File: config.mk
export PLATFORM = sky130hd
export DESIGN_NAME = slb_bus_slave
export DESIGN_NICKNAME = d
export VERILOG_FILES = /design/src/hw/slb_pkg.sv /design/src/hw/slb_pulse_if.sv /design/src/hw/slb_oneshot.sv /design/src/hw/slb_bus_slave.sv
export VERILOG_INCLUDE_DIRS = /design/src /design/src/hw
export SDC_FILE = /design/constraint.sdc
export NUM_CORES = 1
export LEC_CHECK = 0
export BUFFER_PORTS_ARGS = -buffer_cell sky130_fd_sc_hd__buf_2
export CORE_ASPECT_RATIO = 1.2
export CORE_MARGIN = 2
export CORE_UTILIZATION = 33
export DETAILED_ROUTE_END_ITERATION = 16
export SLEW_MARGIN = 5
export SYNTH_ARGS = -nofsm -noshare
export SYNTH_HDL_FRONTEND = slang
export SYNTH_SLANG_ARGS = --single-unit
File: constraint.sdc
create_clock -name CLK_SYS -period 3.55 [get_ports CLK_SYS]
set_input_delay 0.355 -clock CLK_SYS [delete_from_list [all_inputs] [get_ports CLK_SYS]]
set_output_delay 0.355 -clock CLK_SYS [all_outputs]
set_load 0.01 [all_outputs]
File: src/hw/slb_map.svh
// Constants for the serial line bus slave: field positions, codes, timing.
// Assumes a 40 MHz system clock; included by its bare name.
`ifndef SLB_MAP_SVH
`define SLB_MAP_SVH

// Bus widths
`define SLB_ADDR_W 18
`define SLB_DATA_W 16
`define SLB_STRAP_W 8
`define SLB_VSEL_W 6

// Select vector index {C1, A2, A1}
`define SLB_RD_RX_STAT 3'h0
`define SLB_RD_RX_BUF 3'h1
`define SLB_RD_TX_STAT 3'h2
`define SLB_RD_NONE 3'h3
`define SLB_WR_RX_STAT 3'h4
`define SLB_WR_RX_BUF 3'h5
`define SLB_WR_TX_STAT 3'h6
`define SLB_WR_TX_BUF 3'h7

// Status field positions
`define SLB_FLAG_BIT 7
`define SLB_IE_BIT 6
`define SLB_IE_RESET 1'h0

// Timing
`define SLB_CLK_NS 25
`define SLB_SSYN_NS 400
`define SLB_SSYN_CYC ((`SLB_SSYN_NS + `SLB_CLK_NS - 1) / `SLB_CLK_NS)
`define SLB_STROBE_NS 250
`define SLB_STROBE_CYC ((`SLB_STROBE_NS + `SLB_CLK_NS - 1) / `SLB_CLK_NS)

// Priority levels 4..7 on BR lines 0..3
`define SLB_BR_LOW 4
`define SLB_BR_LEVEL_DEF 4

`endif

File: src/hw/slb_pkg.sv
// Types shared by the serial line bus slave modules.
// Assumes nothing beyond a SystemVerilog compiler.
package slb_pkg;

   // Slave cycle sequencer
   typedef enum logic [1:0] {S_IDLE, S_WAIT, S_ACK} slb_bus_st_t;

   // Interrupt arbitration sequencer
   typedef enum logic [1:0] {I_IDLE, I_REQ, I_SACK, I_MASTER} slb_irq_st_t;

   // Interrupt source index
   typedef enum logic {SRC_RX, SRC_TX} slb_src_t;

endpackage

File: src/hw/slb_pulse_if.sv
// Trigger and busy pair between the slave logic and a one-shot.
// Assumes both ends run on the system clock.
`timescale 1ns/1ps
interface slb_pulse_if;
   logic trig;
   logic busy;
   modport src (output trig, input busy);
   modport shot (input trig, output busy);
endinterface

File: src/hw/slb_oneshot.sv
// Retrigger-proof one-shot that stretches a trigger into a fixed pulse.
// Assumes a synchronous trigger on the system clock.
`include "slb_map.svh"
`timescale 1ns/1ps
module slb_oneshot #(
   parameter int LEN = `SLB_STROBE_CYC
) (
   // Clock and control
   input wire logic clk,
   input wire logic rst,
   input wire logic ce,
   // Pulse pair
   slb_pulse_if.shot p
);

   logic [7:0] cnt_q, cnt_d;

   // Count down; a trigger while busy is ignored so the pulse never stretches
   always_comb begin
      cnt_d = cnt_q;
      if (cnt_q != 8'h00) begin
         cnt_d = cnt_q - 8'h01;
      end else if (p.trig) begin
         cnt_d = LEN[7:0];
      end
   end

   // Counter register
   always_ff @(posedge clk) begin
      if (rst) begin
         cnt_q <= 8'h00;
      end else if (ce) begin
         cnt_q <= cnt_d;
      end
   end

   assign p.busy = cnt_q != 8'h00;

   ////////////////////////////////////////////////////////////////////////
   property p_shot_len;
      @(posedge clk) disable iff (rst || !ce)
      (p.trig && !p.busy) |=> (cnt_q == LEN[7:0]);
   endproperty
   a_shot_len: assert property (p_shot_len)
      else $error("one-shot did not load its length");

   c_shot_fire: cover property (@(posedge clk) $rose(p.busy));

endmodule

File: src/hw/slb_bus_slave.sv
// Bus slave front end of the serial line interface: address decode,
// register read and write, acknowledge timing, strobes and interrupts.
// Assumes bus pins are asynchronous and the UART side is on CLK_SYS.
`include "slb_map.svh"
`timescale 1ns/1ps
module slb_bus_slave #(
   parameter int SSYN_CYC = `SLB_SSYN_CYC,
   parameter int STROBE_CYC = `SLB_STROBE_CYC,
   parameter int BR_LEVEL = `SLB_BR_LEVEL_DEF
) (
   // Clock, reset, enable
   input wire logic CLK_SYS,
   input wire logic RST,
   input wire logic CE,
   // Straps
   input wire logic [`SLB_STRAP_W-1:0] ADDR_STRAP,
   input wire logic [`SLB_VSEL_W-1:0] VEC_STRAP,
   // Slave cycle lines
   input wire logic [`SLB_ADDR_W-1:0] BUS_A,
   input wire logic [1:0] BUS_C,
   input wire logic BUS_MSYN,
   input wire logic [`SLB_DATA_W-1:0] BUS_D_IN,
   output logic [`SLB_DATA_W-1:0] BUS_D_OUT,
   output logic BUS_D_OE,
   input wire logic BUS_SSYN_IN,
   output logic BUS_SSYN_OUT,
   output logic BUS_SSYN_OE,
   // Arbitration lines
   output logic [3:0] BUS_BR,
   input wire logic [3:0] BUS_BG_IN,
   output logic [3:0] BUS_BG_OUT,
   output logic BUS_SACK,
   input wire logic BUS_BBSY_IN,
   output logic BUS_BBSY_OUT,
   output logic BUS_BBSY_OE,
   output logic BUS_INTR,
   // UART side
   input wire logic RX_DONE,
   input wire logic [7:0] RX_DATA,
   input wire logic TX_READY,
   output logic [7:0] TX_DATA,
   output logic TX_LOAD,
   output logic RX_DONE_CLR
);

   localparam int SW = `SLB_ADDR_W + 2 + 1 + `SLB_DATA_W + 4 + 1 + 1;
   localparam logic [1:0] LVL = 2'(BR_LEVEL - `SLB_BR_LOW);
   localparam logic [7:0] SSYN_N = 8'(SSYN_CYC);

   ////////////////////////////////////////////////////////////////////////
   // Pin synchronisers: the bus deskews address before MSYN, so one common
   // two-flop stage keeps address and strobe aligned
   logic [SW-1:0] sync1_q, sync2_q;
   logic [`SLB_ADDR_W-1:0] a_s;
   logic [1:0] c_s;
   logic msyn_s, ssyn_s, bbsy_s;
   logic [`SLB_DATA_W-1:0] d_s;
   logic [3:0] bg_s;

   always_ff @(posedge CLK_SYS) begin
      if (RST) begin
         sync1_q <= '0;
         sync2_q <= '0;
      end else if (CE) begin
         sync1_q <= {BUS_A, BUS_C, BUS_MSYN, BUS_D_IN, BUS_BG_IN,
                     BUS_SSYN_IN, BUS_BBSY_IN};
         sync2_q <= sync1_q;
      end
   end

   assign {a_s, c_s, msyn_s, d_s, bg_s, ssyn_s, bbsy_s} = sync2_q;

   ////////////////////////////////////////////////////////////////////////
   // Address decode
   logic base_hit, dev_hit, odd_wr, sel_en;
   logic [7:0] sel_vec;

   assign base_hit = &a_s[17:11];
   assign dev_hit = a_s[10:3] == ~ADDR_STRAP;
   assign odd_wr = a_s[0] & c_s[1];
   assign sel_en = msyn_s & base_hit & dev_hit & ~odd_wr;

   // One-hot function select, index {C1, A2, A1}
   always_comb begin
      sel_vec = 8'h00;
      if (sel_en) begin
         sel_vec[{c_s[1], a_s[2:1]}] = 1'b1;
      end
      sel_vec[`SLB_RD_NONE] = 1'b0;
   end

   ////////////////////////////////////////////////////////////////////////
   // Register contents seen on reads
   logic rx_irq_enable_q, rx_irq_enable_d;
   logic tx_irq_enable_q, tx_irq_enable_d;
   logic [`SLB_DATA_W-1:0] rx_stat_val, tx_stat_val, rx_buf_val, rd_mux;
   logic [7:0] func_q, func_d;

   always_comb begin
      rx_stat_val = 16'h0000;
      rx_stat_val[`SLB_FLAG_BIT] = RX_DONE;
      rx_stat_val[`SLB_IE_BIT] = rx_irq_enable_q;
      tx_stat_val = 16'h0000;
      tx_stat_val[`SLB_FLAG_BIT] = TX_READY;
      tx_stat_val[`SLB_IE_BIT] = tx_irq_enable_q;
      rx_buf_val = {8'h00, RX_DATA};
      rd_mux = 16'h0000;
      if (func_q[`SLB_RD_RX_STAT]) rd_mux = rx_stat_val;
      if (func_q[`SLB_RD_RX_BUF]) rd_mux = rx_buf_val;
      if (func_q[`SLB_RD_TX_STAT]) rd_mux = tx_stat_val;
   end

   ////////////////////////////////////////////////////////////////////////
   // One-shots for the transmit load and the done clear
   slb_pulse_if tx_p ();
   slb_pulse_if rx_p ();

   slb_oneshot #(.LEN(STROBE_CYC)) u_tx_shot (
      .clk(CLK_SYS),
      .rst(RST),
      .ce(CE),
      .p(tx_p.shot)
   );

   slb_oneshot #(.LEN(STROBE_CYC)) u_rx_shot (
      .clk(CLK_SYS),
      .rst(RST),
      .ce(CE),
      .p(rx_p.shot)
   );

   assign TX_LOAD = tx_p.busy;
   assign RX_DONE_CLR = rx_p.busy;

   ////////////////////////////////////////////////////////////////////////
   // Slave cycle sequencer
   slb_pkg::slb_bus_st_t bst_q, bst_d;
   logic [7:0] cnt_q, cnt_d;
   logic [`SLB_DATA_W-1:0] dout_q, dout_d;
   logic doe_q, doe_d, ssyn_q, ssyn_d;
   logic [7:0] txd_q, txd_d;

   always_comb begin
      bst_d = bst_q;
      cnt_d = cnt_q;
      func_d = func_q;
      dout_d = dout_q;
      doe_d = doe_q;
      ssyn_d = ssyn_q;
      txd_d = txd_q;
      rx_irq_enable_d = rx_irq_enable_q;
      tx_irq_enable_d = tx_irq_enable_q;
      tx_p.trig = 1'b0;
      rx_p.trig = 1'b0;
      unique case (bst_q)
         slb_pkg::S_IDLE: begin
            // No match leaves the whole cycle to other slaves
            if (sel_en) begin
               bst_d = slb_pkg::S_WAIT;
               cnt_d = 8'h01;
               func_d = sel_vec;
               if (sel_vec[`SLB_WR_TX_BUF]) begin
                  tx_p.trig = 1'b1;
                  txd_d = d_s[7:0];
               end
               if (sel_vec[`SLB_RD_RX_BUF] || sel_vec[`SLB_WR_RX_BUF]) begin
                  rx_p.trig = 1'b1;
               end
               if (sel_vec[`SLB_WR_RX_STAT]) begin
                  rx_irq_enable_d = d_s[`SLB_IE_BIT];
               end
               if (sel_vec[`SLB_WR_TX_STAT]) begin
                  tx_irq_enable_d = d_s[`SLB_IE_BIT];
               end
            end
         end
         slb_pkg::S_WAIT: begin
            if (!msyn_s) begin
               bst_d = slb_pkg::S_IDLE;
               func_d = 8'h00;
               doe_d = 1'b0;
               dout_d = 16'h0000;
            end else begin
               if (cnt_q < SSYN_N) cnt_d = cnt_q + 8'h01;
               doe_d = |func_q[2:0];
               dout_d = rd_mux;
               // Holding off while loading keeps the D lines stable
               if (cnt_q >= SSYN_N && !tx_p.busy) begin
                  bst_d = slb_pkg::S_ACK;
                  ssyn_d = 1'b1;
               end
            end
         end
         slb_pkg::S_ACK: begin
            dout_d = rd_mux;
            if (!msyn_s) begin
               bst_d = slb_pkg::S_IDLE;
               func_d = 8'h00;
               ssyn_d = 1'b0;
               doe_d = 1'b0;
               dout_d = 16'h0000;
            end
         end
         default: bst_d = slb_pkg::S_IDLE;
      endcase
   end

   // Slave registers
   always_ff @(posedge CLK_SYS) begin
      if (RST) begin
         bst_q <= slb_pkg::S_IDLE;
         cnt_q <= 8'h00;
         func_q <= 8'h00;
         dout_q <= 16'h0000;
         doe_q <= 1'b0;
         ssyn_q <= 1'b0;
         txd_q <= 8'h00;
         rx_irq_enable_q <= `SLB_IE_RESET;
         tx_irq_enable_q <= `SLB_IE_RESET;
      end else if (CE) begin
         bst_q <= bst_d;
         cnt_q <= cnt_d;
         func_q <= func_d;
         dout_q <= dout_d;
         doe_q <= doe_d;
         ssyn_q <= ssyn_d;
         txd_q <= txd_d;
         rx_irq_enable_q <= rx_irq_enable_d;
         tx_irq_enable_q <= tx_irq_enable_d;
      end
   end

   assign TX_DATA = txd_q;

   ////////////////////////////////////////////////////////////////////////
   // Interrupt sources: index 0 receiver, 1 transmitter
   logic [1:0] cond, arm_q, arm_d, pend, taken;

   assign cond[0] = rx_irq_enable_q & RX_DONE;
   assign cond[1] = tx_irq_enable_q & TX_READY;

   // Each source rearms only after its level drops, which stops repeats
   for (genvar i = 0; i < 2; i++) begin : g_src
      always_comb begin
         arm_d[i] = arm_q[i];
         if (!cond[i]) begin
            arm_d[i] = 1'b1;
         end else if (taken[i]) begin
            arm_d[i] = 1'b0;
         end
      end
      always_ff @(posedge CLK_SYS) begin
         if (RST) begin
            arm_q[i] <= 1'b1;
         end else if (CE) begin
            arm_q[i] <= arm_d[i];
         end
      end
      assign pend[i] = cond[i] & arm_q[i];
   end

   ////////////////////////////////////////////////////////////////////////
   // Arbitration sequencer
   slb_pkg::slb_irq_st_t ist_q, ist_d;
   slb_pkg::slb_src_t src_q, src_d;
   logic [`SLB_DATA_W-1:0] vec_q, vec_d;

   always_comb begin
      ist_d = ist_q;
      src_d = src_q;
      vec_d = vec_q;
      taken = 2'b00;
      unique case (ist_q)
         slb_pkg::I_IDLE: begin
            if (|pend) begin
               ist_d = slb_pkg::I_REQ;
               src_d = pend[0] ? slb_pkg::SRC_RX : slb_pkg::SRC_TX;
            end
         end
         slb_pkg::I_REQ: begin
            if (!pend[src_q]) begin
               ist_d = slb_pkg::I_IDLE;
            end else if (bg_s[LVL]) begin
               ist_d = slb_pkg::I_SACK;
            end
         end
         slb_pkg::I_SACK: begin
            if (!bbsy_s && !ssyn_s && !bg_s[LVL]) begin
               ist_d = slb_pkg::I_MASTER;
               vec_d = {7'h00, VEC_STRAP, src_q, 2'b00};
            end
         end
         slb_pkg::I_MASTER: begin
            // Processor strobed the vector in; give the bus back
            if (ssyn_s) begin
               ist_d = slb_pkg::I_IDLE;
               taken[src_q] = 1'b1;
               vec_d = 16'h0000;
            end
         end
      endcase
   end

   // Arbitration registers
   always_ff @(posedge CLK_SYS) begin
      if (RST) begin
         ist_q <= slb_pkg::I_IDLE;
         src_q <= slb_pkg::SRC_RX;
         vec_q <= 16'h0000;
      end else if (CE) begin
         ist_q <= ist_d;
         src_q <= src_d;
         vec_q <= vec_d;
      end
   end

   // Arbitration handshake outputs; grants pass on unless we asked
   always_comb begin
      BUS_BR = 4'h0;
      BUS_BG_OUT = bg_s;
      if (ist_q == slb_pkg::I_REQ) BUS_BR[LVL] = 1'b1;
      if (ist_q != slb_pkg::I_IDLE) BUS_BG_OUT[LVL] = 1'b0;
   end

   assign BUS_SACK = ist_q == slb_pkg::I_SACK;
   assign BUS_BBSY_OE = ist_q == slb_pkg::I_MASTER;
   assign BUS_BBSY_OUT = 1'b1;
   assign BUS_INTR = ist_q == slb_pkg::I_MASTER;
   assign BUS_SSYN_OUT = 1'b1;
   assign BUS_SSYN_OE = ssyn_q;
   assign BUS_D_OUT = dout_q | vec_q;
   assign BUS_D_OE = doe_q | BUS_INTR;

   ////////////////////////////////////////////////////////////////////////
   // Checks
   property p_onehot;
      @(posedge CLK_SYS) disable iff (RST || !CE)
      $onehot0(sel_vec) && $onehot0(func_q) &&
         $onehot0({TX_LOAD, RX_DONE_CLR});
   endproperty
   a_onehot: assert property (p_onehot)
      else $error("more than one select active");

   property p_ssyn_late;
      @(posedge CLK_SYS) disable iff (RST || !CE)
      (bst_q == slb_pkg::S_IDLE && sel_en) |=>
         !BUS_SSYN_OE [*8] ##1 !BUS_SSYN_OE [*7];
   endproperty
   a_ssyn_late: assert property (p_ssyn_late)
      else $error("acknowledge came too early");

   property p_ssyn_on;
      @(posedge CLK_SYS) disable iff (RST || !CE)
      (bst_q == slb_pkg::S_WAIT && cnt_q >= SSYN_N && msyn_s && !TX_LOAD)
         |=> BUS_SSYN_OE;
   endproperty
   a_ssyn_on: assert property (p_ssyn_on)
      else $error("acknowledge missing after delay");

   property p_load_hold;
      @(posedge CLK_SYS) disable iff (RST || !CE)
      TX_LOAD |-> !BUS_SSYN_OE || $past(BUS_SSYN_OE);
   endproperty
   a_load_hold: assert property (p_load_hold)
      else $error("acknowledge rose during load strobe");

   property p_odd_byte;
      @(posedge CLK_SYS) disable iff (RST || !CE)
      (bst_q == slb_pkg::S_IDLE && odd_wr) |=>
         bst_q == slb_pkg::S_IDLE && !TX_LOAD && !RX_DONE_CLR;
   endproperty
   a_odd_byte: assert property (p_odd_byte)
      else $error("odd byte write produced a strobe");

   property p_nomatch;
      @(posedge CLK_SYS) disable iff (RST || !CE)
      (bst_q == slb_pkg::S_IDLE && !(base_hit && dev_hit)) |=>
         bst_q == slb_pkg::S_IDLE && !BUS_SSYN_OE && !doe_q;
   endproperty
   a_nomatch: assert property (p_nomatch)
      else $error("responded without address match");

   property p_transmit_buffer_reg_read;
      @(posedge CLK_SYS) disable iff (RST || !CE)
      (bst_q == slb_pkg::S_IDLE && sel_en && !c_s[1] && a_s[2:1] == 2'h3)
         |=> ##1 !doe_q && dout_q == 16'h0000;
   endproperty
   a_transmit_buffer_reg_read: assert property (p_transmit_buffer_reg_read)
      else $error("data driven for write-only register");

   property p_receive_buffer_reg_clr;
      @(posedge CLK_SYS) disable iff (RST || !CE)
      (bst_q == slb_pkg::S_IDLE && sel_en && a_s[2:1] == 2'h1 &&
       !RX_DONE_CLR) |=> RX_DONE_CLR;
   endproperty
   a_receive_buffer_reg_clr: assert property (p_receive_buffer_reg_clr)
      else $error("rx buffer access missed done clear");

   property p_rx_first;
      @(posedge CLK_SYS) disable iff (RST || !CE)
      (ist_q == slb_pkg::I_IDLE && pend == 2'b11) |=>
         src_q == slb_pkg::SRC_RX;
   endproperty
   a_rx_first: assert property (p_rx_first)
      else $error("transmitter served before receiver");

   property p_req_cause;
      @(posedge CLK_SYS) disable iff (RST || !CE)
      (BUS_BR != 4'h0) |-> BUS_BR[LVL] &&
         (src_q == slb_pkg::SRC_RX ? $past(cond[0]) : $past(cond[1]));
   endproperty
   a_req_cause: assert property (p_req_cause)
      else $error("request without enable and flag");

   property p_no_repeat;
      @(posedge CLK_SYS) disable iff (RST || !CE)
      (|taken && cond[src_q]) |=> ##1 ist_q == slb_pkg::I_IDLE ||
         src_q != $past(src_q, 2);
   endproperty
   a_no_repeat: assert property (p_no_repeat)
      else $error("source rerequested without level drop");

   property p_vector;
      @(posedge CLK_SYS) disable iff (RST || !CE)
      BUS_INTR |-> BUS_D_OUT[2] == (src_q == slb_pkg::SRC_TX) &&
         BUS_D_OUT[8:3] == VEC_STRAP && BUS_D_OUT[1:0] == 2'b00;
   endproperty
   a_vector: assert property (p_vector)
      else $error("vector does not match source");

   c_read: cover property (@(posedge CLK_SYS) doe_q && BUS_SSYN_OE);
   c_transmit_buffer_reg: cover property (@(posedge CLK_SYS) $rose(TX_LOAD));
   c_rx_irq: cover property (@(posedge CLK_SYS)
      BUS_INTR && src_q == slb_pkg::SRC_RX);
   c_tx_irq: cover property (@(posedge CLK_SYS)
      BUS_INTR && src_q == slb_pkg::SRC_TX);

endmodule

==> load_flow_metrics.sql, run 1 <==
INSERT INTO impl_metrics (metric_group, metric, value, unit) VALUES
('outcome', 'status', 'finished, final reports clean', ''),
('finish', 'final_layout_size_suffix_gt1_share', '20.3', '%'),
('timing', 'setup_viol', '0', ''),
('floorplan', 'floorplan.die.height', '148', 'um'),
('synth', 'syn-cell-area', '5670', 'um2'),
('floorplan', 'fp-row-count', '52', ''),
('global_route', 'wire_length_of_the_first_global_routing_pass', '20400', 'um'),
('critical_path', 'timing.critical_path.slowest_stage_cell', 'sky130_fd_sc_hd__a2111oi_0', ''),
('critical_path', 'worst_reg2reg_startpoint', 'sync2_q[22]', ''),
('place', 'globalplace.congestion', '0.838', ''),
('critical_path', 'critical_path_class', 'register to register', ''),
('floorplan', 'die-area', '18300', 'um2'),
('floorplan', 'starting_utilization_of_the_core_area', '33.7', '%'),
('power_and_ir_drop', 'leakage', '2.90', 'nW'),
('synth', 'ys_seq_elements', '129', ''),
('critical_path', 'reg2regPathDepth', '5', ''),
('critical_path', 'critical_path.startpoint_type', 'register', ''),
('synth', 'synth.distinct_cells', '55', ''),
('power_and_ir_drop', 'max-vdd-ir-drop', '0.306', 'mV'),
('timing', 'worstMarginPinSlew', '840', 'ps'),
('cts', 'cts-resized-gates', '0', ''),
('global_route', 'grt_start_max_net_pins', '65', ''),
('cts', 'insertion_delay_of_the_later_clocked_pin_in_the_worst_skew_pair', '410', 'ps'),
('critical_path', 'path_max_fanout', '12', ''),
('critical_path', 'timing.critical_path.cells', 'nand4_1 -> a2111oi_2 -> nand4_1 -> a2111oi_0 -> mux2i_1', ''),
('drt', 'drtPass1Iterations', '4', ''),
('timing', 'timing.fmax', '0.389', 'GHz'),
('hold_path', 'hold_start', 'BUS_A[13]', ''),
('drt', 'route.vias.total', '4515', ''),
('synth', 'postSynthAreaPerCell', '9.09', 'um2'),
('timing', 'layout_worst_path_cycle_share', '72.4', '%'),
('finish', 'fill_cells', '1691', ''),
('timing', 'final_hold_viol_count', '0', ''),
('synth', 'synth-simple-area-share', '18.9', '%'),
('timing', 'timing.setup.tns', '0', 'ps'),
('timing', 'finalClockSkew', '5.95', 'ps'),
('global_route', 'grt_pass1_vias', '4103', ''),
('power_and_ir_drop', 'power.density', '610', 'nW/um2'),
('drt', 'drt-vias-per-instance', '4.87', ''),
('critical_path', 'crit-reg2reg-capture', 'u_rx_shot.cnt_q[6]', ''),
('timing', 'timing.final.max_slew_violations', '0', ''),
('hold_path', 'path_type_of_the_worst_min_delay_path', 'input pin to register', ''),
('cts', 'hold_buffers', '0', ''),
('global_route', 'antenna_found_initial', '0', ''),
('cts', 'clock_tree.root_cell', 'sky130_fd_sc_hd__clkbuf_16', ''),
('synth', 'synth_adder_area_share', '1.99', '%'),
('floorplan', 'floorplan.die.width', '124', 'um'),
('synth', 'synth.top_cells.by_area', 'sky130_fd_sc_hd__dfxtp_1, sky130_fd_sc_hd__mux2i_1, sky130_fd_sc_hd__nor2_1, sky130_fd_sc_hd__nand2_1, sky130_fd_sc_hd__a22oi_1', ''),
('timing', 'grt_setup_unrepaired', 'false', ''),
('cts', 'tritoncts', 'built', ''),
('cts', 'cts_max_level', '4', ''),
('critical_path', 'crit_buf_inv', '0', ''),
('place', 'post-place-cells', '895', ''),
('synth', 'yosys.cell_count.top_type', 'sky130_fd_sc_hd__dfxtp_1', ''),
('synth', 'muxShareOfSynthArea', '14.2', '%'),
('synth', 'synth_edf_count', '0', ''),
('timing', 'worst_slew_margin_rel', '44.0', '%'),
('synth', 'synth_sequential_area_ratio', '45.5', '%'),
('synth', 'post-synth-top-area-cell', 'sky130_fd_sc_hd__dfxtp_1', ''),
('finish', 'layout.cells.non_filler', '927', ''),
('finish', 'n_antenna_cell', '0', ''),
('synth', 'netlist_top_cells_count', 'sky130_fd_sc_hd__dfxtp_1, sky130_fd_sc_hd__nor2_1, sky130_fd_sc_hd__mux2i_1', ''),
('drt', 'finalWirelength', '12800', 'um'),
('cts', 'cts_sinks', '129', ''),
('drt', 'remaining_drc_errors', '0', ''),
('global_route', 'gr-usage-all-layers', '14.4', '%'),
('synth', 'synthArstFlopShare', '0', '%'),
('finish', 'layout-area-overhead-vs-synth', '20.0', '%'),
('synth', 'cell_count_after_synthesis', '624', ''),
('timing', 'timing.final.crit_period', '2570', 'ps'),
('job', 'max-cap-violations', '0', '');
metal layers:
| metal | global-route usage [%] | wire [um] | part of all wire (%) |
|---|---|---|---|
| met5 | 0 | 0 | 0 |
| met4 | 5.45 | 174 | 1.4 |
| met3 | 3.90 | 561 | 4.4 |
| met2 | 22.4 | 6020 | 47 |
| met1 | 18.8 | 6010 | 47 |
cells by family after synthesis:
| group | Yosys count |
|---|---|
| buffers and inverters | 72 |
| other | 2 |
| adders and majority gates | 9 |
| xor gates and xnor gates | 8 |
| AOI/OAI and AO/OA | 96 |
| DFF | 129 |
| muxes | 80 |
| and+or+nand+nor | 228 |
sequential cells by signal (all words and copies together) (netlist names), named ones only:
signal / cells
BUS_SSYN_OE: 1
tx_irq_enable_q: 1
rx_irq_enable_q: 1
doe_q: 1
u_tx_shot.cnt_q: 8
func_q: 3
bst_q: 2
dout_q: 8
TX_DATA: 8
u_rx_shot.cnt_q: 8
sync2_q: 34
src_q: 1
vec_q: 7
arm_q: 2
sync1_q: 34
cnt_q: 8
ist_q: 1
worst min path at each step:
stage                   to  slack (ps)  depth (start not counted)
2_1_floorplan     cnt_q[7]         410                          2
3_3_place_gp      cnt_q[7]         420                          2
3_5_place_dp      cnt_q[7]         420                          2
4_1_cts        sync1_q[38]         150                          3
5_1_grt         sync1_q[6]         160                          3
6_report       sync1_q[38]         170                          3
power breakdown:
group | switching [W] | internal, W | leakage, nW
combinational | 0.000448 | 0.000328 | 1.56
clock | 0.000629 | 0.00107 | 0.284
sequential | 0.000106 | 0.00157 | 1.05
cell type report:
class	instances	area [um2]	area share, %
Multi-Input combinational cell	433	2780	40.9
Sequential cell	129	2580	37.9
Timing Repair Buffer	96	515	7.57
Clock buffer	22	464	6.82
Tap cell	216	270	3.97
Clock inverter	10	110	1.62
Inverter	21	78.8	1.16
worst reg2reg max path: cells and delay by family (launching register included):
kind | cells | cell delay [ps]
AND/OR/NAND/NOR | 2 | 550
AO/OA/AOI/OAI | 2 | 1120
multiplexers | 1 | 240
flip-flops | 1 | 590
layout by cell type (no fill, tap or decap), drive strengths merged, types with 11 or more instances in the layout:
cell / count
nor2: 102
dfxtp: 129
buf: 96
a22oi: 19
clkbuf: 22
inv: 21
conb: 12
a21oi: 23
nand2: 44
mux2i: 77
nor3: 14
nand4: 11
through the flow:
stage          setup slack, ps  power [W]  instance area [um2]  hold WS, ps
6_report                   981    0.00415                 6810          174
3_5_place_dp              1000    0.00248                 6230          419
5_1_grt                    694    0.00438                 6810          164
3_3_place_gp              1030    0.00248                 6230          415
2_1_floorplan             1450    0.00229                 5710          408
4_1_cts                    969    0.00421                 6810          151
No activity file was read; power rests on OpenSTA's default activity.
==> run 2: changes to the inputs <==
--- a/config.mk
+++ b/config.mk
@@ -6,6 +6,7 @@
 export SDC_FILE = /design/constraint.sdc
 export NUM_CORES = 1
 export LEC_CHECK = 0
+export ABC_AREA = 1
 export BUFFER_PORTS_ARGS = -buffer_cell sky130_fd_sc_hd__buf_2
 export CORE_ASPECT_RATIO = 1.2
 export CORE_MARGIN = 2
==> constraint.sdc (replaced) <==
create_clock -name CLK_SYS -period 2.3 [get_ports CLK_SYS]
set_input_delay 0.23 -clock CLK_SYS [delete_from_list [all_inputs] [get_ports CLK_SYS]]
set_output_delay 0.23 -clock CLK_SYS [all_outputs]
set_load 0.01 [all_outputs]
==> run 2 against run 1 <==
  * Die area grew 5.4%
  * Routed wire length is 4.5% higher
  * Largest power group unchanged
  * Utilization rose by 0.21 points
  * Clock skew is 5.5 ps higher
  * First-iteration DRC count rose by 49%
  * Area after synthesis is 5.6% higher
  * Global-route usage is 0.27 points higher
  * Setup slack got worse by 680 ps
  * Sequential power increased by 49%
  * Critical endpoint is now RX_DONE_CLR
  * Sequential share of layout area is 1.9 points lower
  * Via count rose by 15%
  * Synthesized cell count rose by 31%
==> load_flow_metrics.sql, run 2 <==
INSERT INTO impl_metrics (metric_group, metric, value, unit) VALUES
('finish', 'layout.cells.non_filler', '1128', ''),
('hold_path', 'hold_start', 'BUS_D_IN[7]', ''),
('floorplan', 'die-area', '19200', 'um2'),
('power_and_ir_drop', 'seqPwrFrac', '38.9', '%'),
('timing', 'grt_setup_unrepaired', 'false', ''),
('floorplan', 'starting_utilization_of_the_core_area', '34.0', '%'),
('cts', 'cts_buffers', '17', ''),
('floorplan', 'pin_count', '111', ''),
('synth', 'yosys.cell_count.top_type', 'sky130_fd_sc_hd__nor2_1', ''),
('drt', 'drtPass1Iterations', '4', ''),
('finish', 'reg.largest.list', 'sync1_q x34, sync2_q x34', ''),
('drt', 'remaining_drc_errors', '0', ''),
('cts', 'cts-resized-gates', '0', ''),
('global_route', 'gr-usage-all-layers', '14.6', '%'),
('critical_path', 'timing.critical_path.slowest_stage_cell', 'sky130_fd_sc_hd__dfxtp_1', ''),
('power_and_ir_drop', 'intPower', '0.00467', 'W'),
('timing', 'timing.setup.tns', '0', 'ps'),
('synth', 'ys.warnings.count', '0', ''),
('place', 'place_area', '6540', 'um2'),
('finish', 'layout-area-overhead-vs-synth', '19.6', '%'),
('power_and_ir_drop', 'leakage', '3.23', 'nW'),
('drt', 'routed_wire_length_per_instance', '11.8', 'um'),
('finish', 'n_antenna_cell', '0', ''),
('global_route', 'grt_pass1_vias', '4847', ''),
('timing', 'setup_viol', '0', ''),
('synth', 'synth_sequential_area_ratio', '43.1', '%'),
('drt', 'drt-initial-drc-count', '298', ''),
('place', 'io_buffers', '89', ''),
('timing', 'worst_hold_slack', '31.1', 'ps'),
('drt', 'antenna_violating_nets_post_route', '0', ''),
('synth', 'postSynthAreaPerCell', '7.30', 'um2'),
('critical_path', 'timing.critical_path.cells', 'inv_1 -> ha_1 -> nand4_1 -> nor3_4 -> inv_2 -> buf_2', ''),
('power_and_ir_drop', 'power.density', '900', 'nW/um2'),
('power_and_ir_drop', 'max-vdd-ir-drop', '0.439', 'mV'),
('critical_path', 'rrSetupSlack', '460', 'ps'),
('timing', 'postLayoutSetupSlackWorst', '304', 'ps'),
('global_route', 'antenna_found_initial', '0', ''),
('timing', 'layout_worst_path_cycle_share', '86.8', '%'),
('critical_path', 'critical-path-max-stage-delay', '320', 'ps'),
('synth', 'synth_top_cell_area_share', '43.1', '%'),
('floorplan', 'core_area', '17600', 'um2'),
('drt', 'route.vias.total', '5192', ''),
('cts', 'insertion_delay_of_the_later_clocked_pin_in_the_worst_skew_pair', '420', 'ps'),
('drt', 'drt-vias-per-instance', '4.60', ''),
('place', 'post-place-cells', '1097', ''),
('timing', 'final_hold_viol_count', '0', ''),
('synth', 'post-synth-top-area-cell', 'sky130_fd_sc_hd__dfxtp_1', ''),
('cts', 'hold_buffers', '0', ''),
('power_and_ir_drop', 'switching_power', '0.00177', 'W'),
('cts', 'clock_tree.root_cell', 'sky130_fd_sc_hd__clkbuf_16', ''),
('cts', 'cts_sinks', '129', ''),
('synth', 'synthArstFlopShare', '0', '%'),
('cts', 'postCtsSetupRepairBufs', '0', ''),
('floorplan', 'floorplan.die.height', '152', 'um'),
('hold_path', 'path_type_of_the_worst_min_delay_path', 'input pin to register', ''),
('global_route', 'grt_remaining_overflow', '0', ''),
('critical_path', 'crit_buf_inv', '3', ''),
('timing', 'finalClockSkew', '11.5', 'ps'),
('power_and_ir_drop', 'comb_power_share', '17.2', '%'),
('critical_path', 'critical_path.startpoint_type', 'register', ''),
('job', 'max-cap-violations', '0', ''),
('finish', 'fill_cells', '1871', ''),
('floorplan', 'fp-row-count', '53', ''),
('synth', 'dominantRegCellSynth', 'sky130_fd_sc_hd__dfxtp_1', ''),
('synth', 'synth_edf_count', '0', ''),
('cts', 'clk_transition_reported_paths', '60', 'ps'),
('floorplan', 'floorplan.die.width', '127', 'um'),
('finish', 'most_frequent_cells_in_the_layout', 'sky130_fd_sc_hd__nor2_1, sky130_fd_sc_hd__dfxtp_1, sky130_fd_sc_hd__nand2_1', ''),
('critical_path', 'worst_reg2reg_startpoint', 'bst_q[1]', ''),
('power_and_ir_drop', 'sw_frac_of_total', '27.5', '%'),
('place', 'detailed_place_hpwl', '9230', 'um'),
('critical_path', 'critical_path.endpoint_type', 'output port', ''),
('critical_path', 'reg2regPathDepth', '9', ''),
('power_and_ir_drop', 'clkPwrFrac', '43.9', '%'),
('critical_path', 'path_max_fanout', '7', ''),
('synth', 'netlist_top_cells_count', 'sky130_fd_sc_hd__nor2_1, sky130_fd_sc_hd__dfxtp_1, sky130_fd_sc_hd__nand2_1', ''),
('finish', 'final_layout_size_suffix_gt1_share', '19.9', '%'),
('cts', 'clock_path_buffers', '2', ''),
('cts', 'cts_max_level', '4', ''),
('critical_path', 'cp_top_family', 'simple AND/OR/NAND/NOR gates', ''),
('finish', 'postLayoutCellArea', '7160', 'um2'),
('synth', 'ys_seq_elements', '129', ''),
('cts', 'tritoncts', 'built', ''),
('hold_path', 'whs_endpoint', 'sync1_q[13]', ''),
('outcome', 'status', 'finished, final reports clean', ''),
('hold_path', 'hold-path-cell-count', '3', ''),
('drt', 'finalWirelength', '13300', 'um'),
('critical_path', 'worst-endpoint-arrival', '1770', 'ps'),
('synth', 'synth.distinct_cells', '40', ''),
('synth', 'cell_count_after_synthesis', '820', ''),
('critical_path', 'crit-reg2reg-capture', 'u_rx_shot.cnt_q[1]', ''),
('global_route', 'grt_start_max_net_pins', '46', ''),
('global_route', 'wire_length_of_the_first_global_routing_pass', '22800', 'um'),
('critical_path', 'cp_data_required_time', '2070', 'ps'),
('timing', 'worst_slew_margin_rel', '62.0', '%'),
('synth', 'synth.top_cells.by_area', 'sky130_fd_sc_hd__dfxtp_1, sky130_fd_sc_hd__nor2_1, sky130_fd_sc_hd__o21ai_0, sky130_fd_sc_hd__nand2_1, sky130_fd_sc_hd__a21oi_1', ''),
('finish', 'final_common_cell', 'sky130_fd_sc_hd__nor2_1', ''),
('timing', 'timing.final.max_slew_violations', '0', ''),
('critical_path', 'critical_path_class', 'register to output port', ''),
('place', 'dpl_worst_slack', '460', 'ps'),
('finish', 'nets', '975', ''),
('place', 'globalplace.congestion', '0.843', ''),
('timing', 'timing.final.crit_period', '2000', 'ps'),
('timing', 'worstMarginPinSlew', '570', 'ps'),
('timing', 'timing.fmax', '0.501', 'GHz'),
('synth', 'syn-cell-area', '5990', 'um2');
[run 2: changes by cell type in the layout (fill, tap and decap cells not counted), sizes merged, moves of 30 or more]
| cell | before | now |
|---|---|---|
| nand2 | 44 | 121 |
| nor2 | 102 | 209 |
| inv | 21 | 65 |
| o21ai | 10 | 86 |
| mux2i | 77 | 0 |
| a21oi | 23 | 53 |
[run 2: final cells by class]
cell class / count / area, um2 / area share, %
clock buffers: 22 / 464 / 6.48
clock inverters: 9 / 156 / 2.18
inverters: 66 / 248 / 3.46
multi-input cells: 583 / 2900 / 40.5
flip-flops and latches: 129 / 2580 / 36.1
well taps: 220 / 275 / 3.84
repair buffers: 99 / 533 / 7.44
[run 2: worst max path at each step]
| stage | slack (ps) | cells past startpoint | end | start |
|---|---|---|---|---|
| 6_report | 300 | 6 | RX_DONE_CLR | u_rx_shot.cnt_q[0] |
| 5_1_grt | 140 | 6 | RX_DONE_CLR | u_rx_shot.cnt_q[0] |
| 4_1_cts | 270 | 6 | RX_DONE_CLR | u_rx_shot.cnt_q[0] |
| 3_5_place_dp | 460 | 9 | u_rx_shot.cnt_q[1] | bst_q[0] |
| 3_3_place_gp | 500 | 9 | u_rx_shot.cnt_q[0] | bst_q[1] |
| 2_1_floorplan | 670 | 9 | u_rx_shot.cnt_q[0] | bst_q[0] |
[run 2: through the flow]
stage	utilization (%)	power (W)
final	40.6	0.00644
after CTS	40.6	0.00654
after global routing	40.6	0.00679
after detailed placement	37.1	0.00366
after global placement	37.1	0.00366
after floorplan	-	0.00339
[run 2: worst reg2reg max path: stages, from the launching register on]
cell and delay (ps):
sky130_fd_sc_hd__dfxtp_1 330, sky130_fd_sc_hd__inv_1 100, sky130_fd_sc_hd__ha_1 320, sky130_fd_sc_hd__inv_1 160, sky130_fd_sc_hd__nor3_1 340, sky130_fd_sc_hd__nand2_4 140, sky130_fd_sc_hd__nand2_4 170, sky130_fd_sc_hd__inv_2 50
sky130_fd_sc_hd__nor2_1 80, sky130_fd_sc_hd__nor2_1 50
[run 2: metal layers]
metal	routed length (um)	vias to the layer above	global-route usage (%)	share of wire [%]
met4	303	0	6.65	2.3
met5	0	-	0	0
met1	6300	2321	18.0	47
met2	6170	96	24.4	46
met3	551	21	3.51	4.1
li1	-	2754	-	-
[run 2: kinds of logic (layout without fill, tap and decap cells)]
family / Yosys count / after routing / synth area share [%]
XOR/XNOR: 13 / 13 / 1.90
flip-flops: 129 / 129 / 43.1
AO/OA/AOI/OAI: 158 / 158 / 15.2
adder cells (fa/ha/maj): 9 / 9 / 1.88
buffers and inverters: 118 / 196 / 9.07
AND/OR/NAND/NOR: 391 / 391 / 28.7
other: 2 / 12 / 0.125
[run 2: power groups by stage]
stage / clock [W] / combinational [W] / sequential [W]
global placement: 0 / 0.00110 / 0.00255
finish: 0.00283 / 0.00111 / 0.00251
CTS: 0.00291 / 0.00111 / 0.00251
detailed placement: 0 / 0.00111 / 0.00255
global route: 0.00299 / 0.00127 / 0.00253
floorplan: 0 / 0.000864 / 0.00252
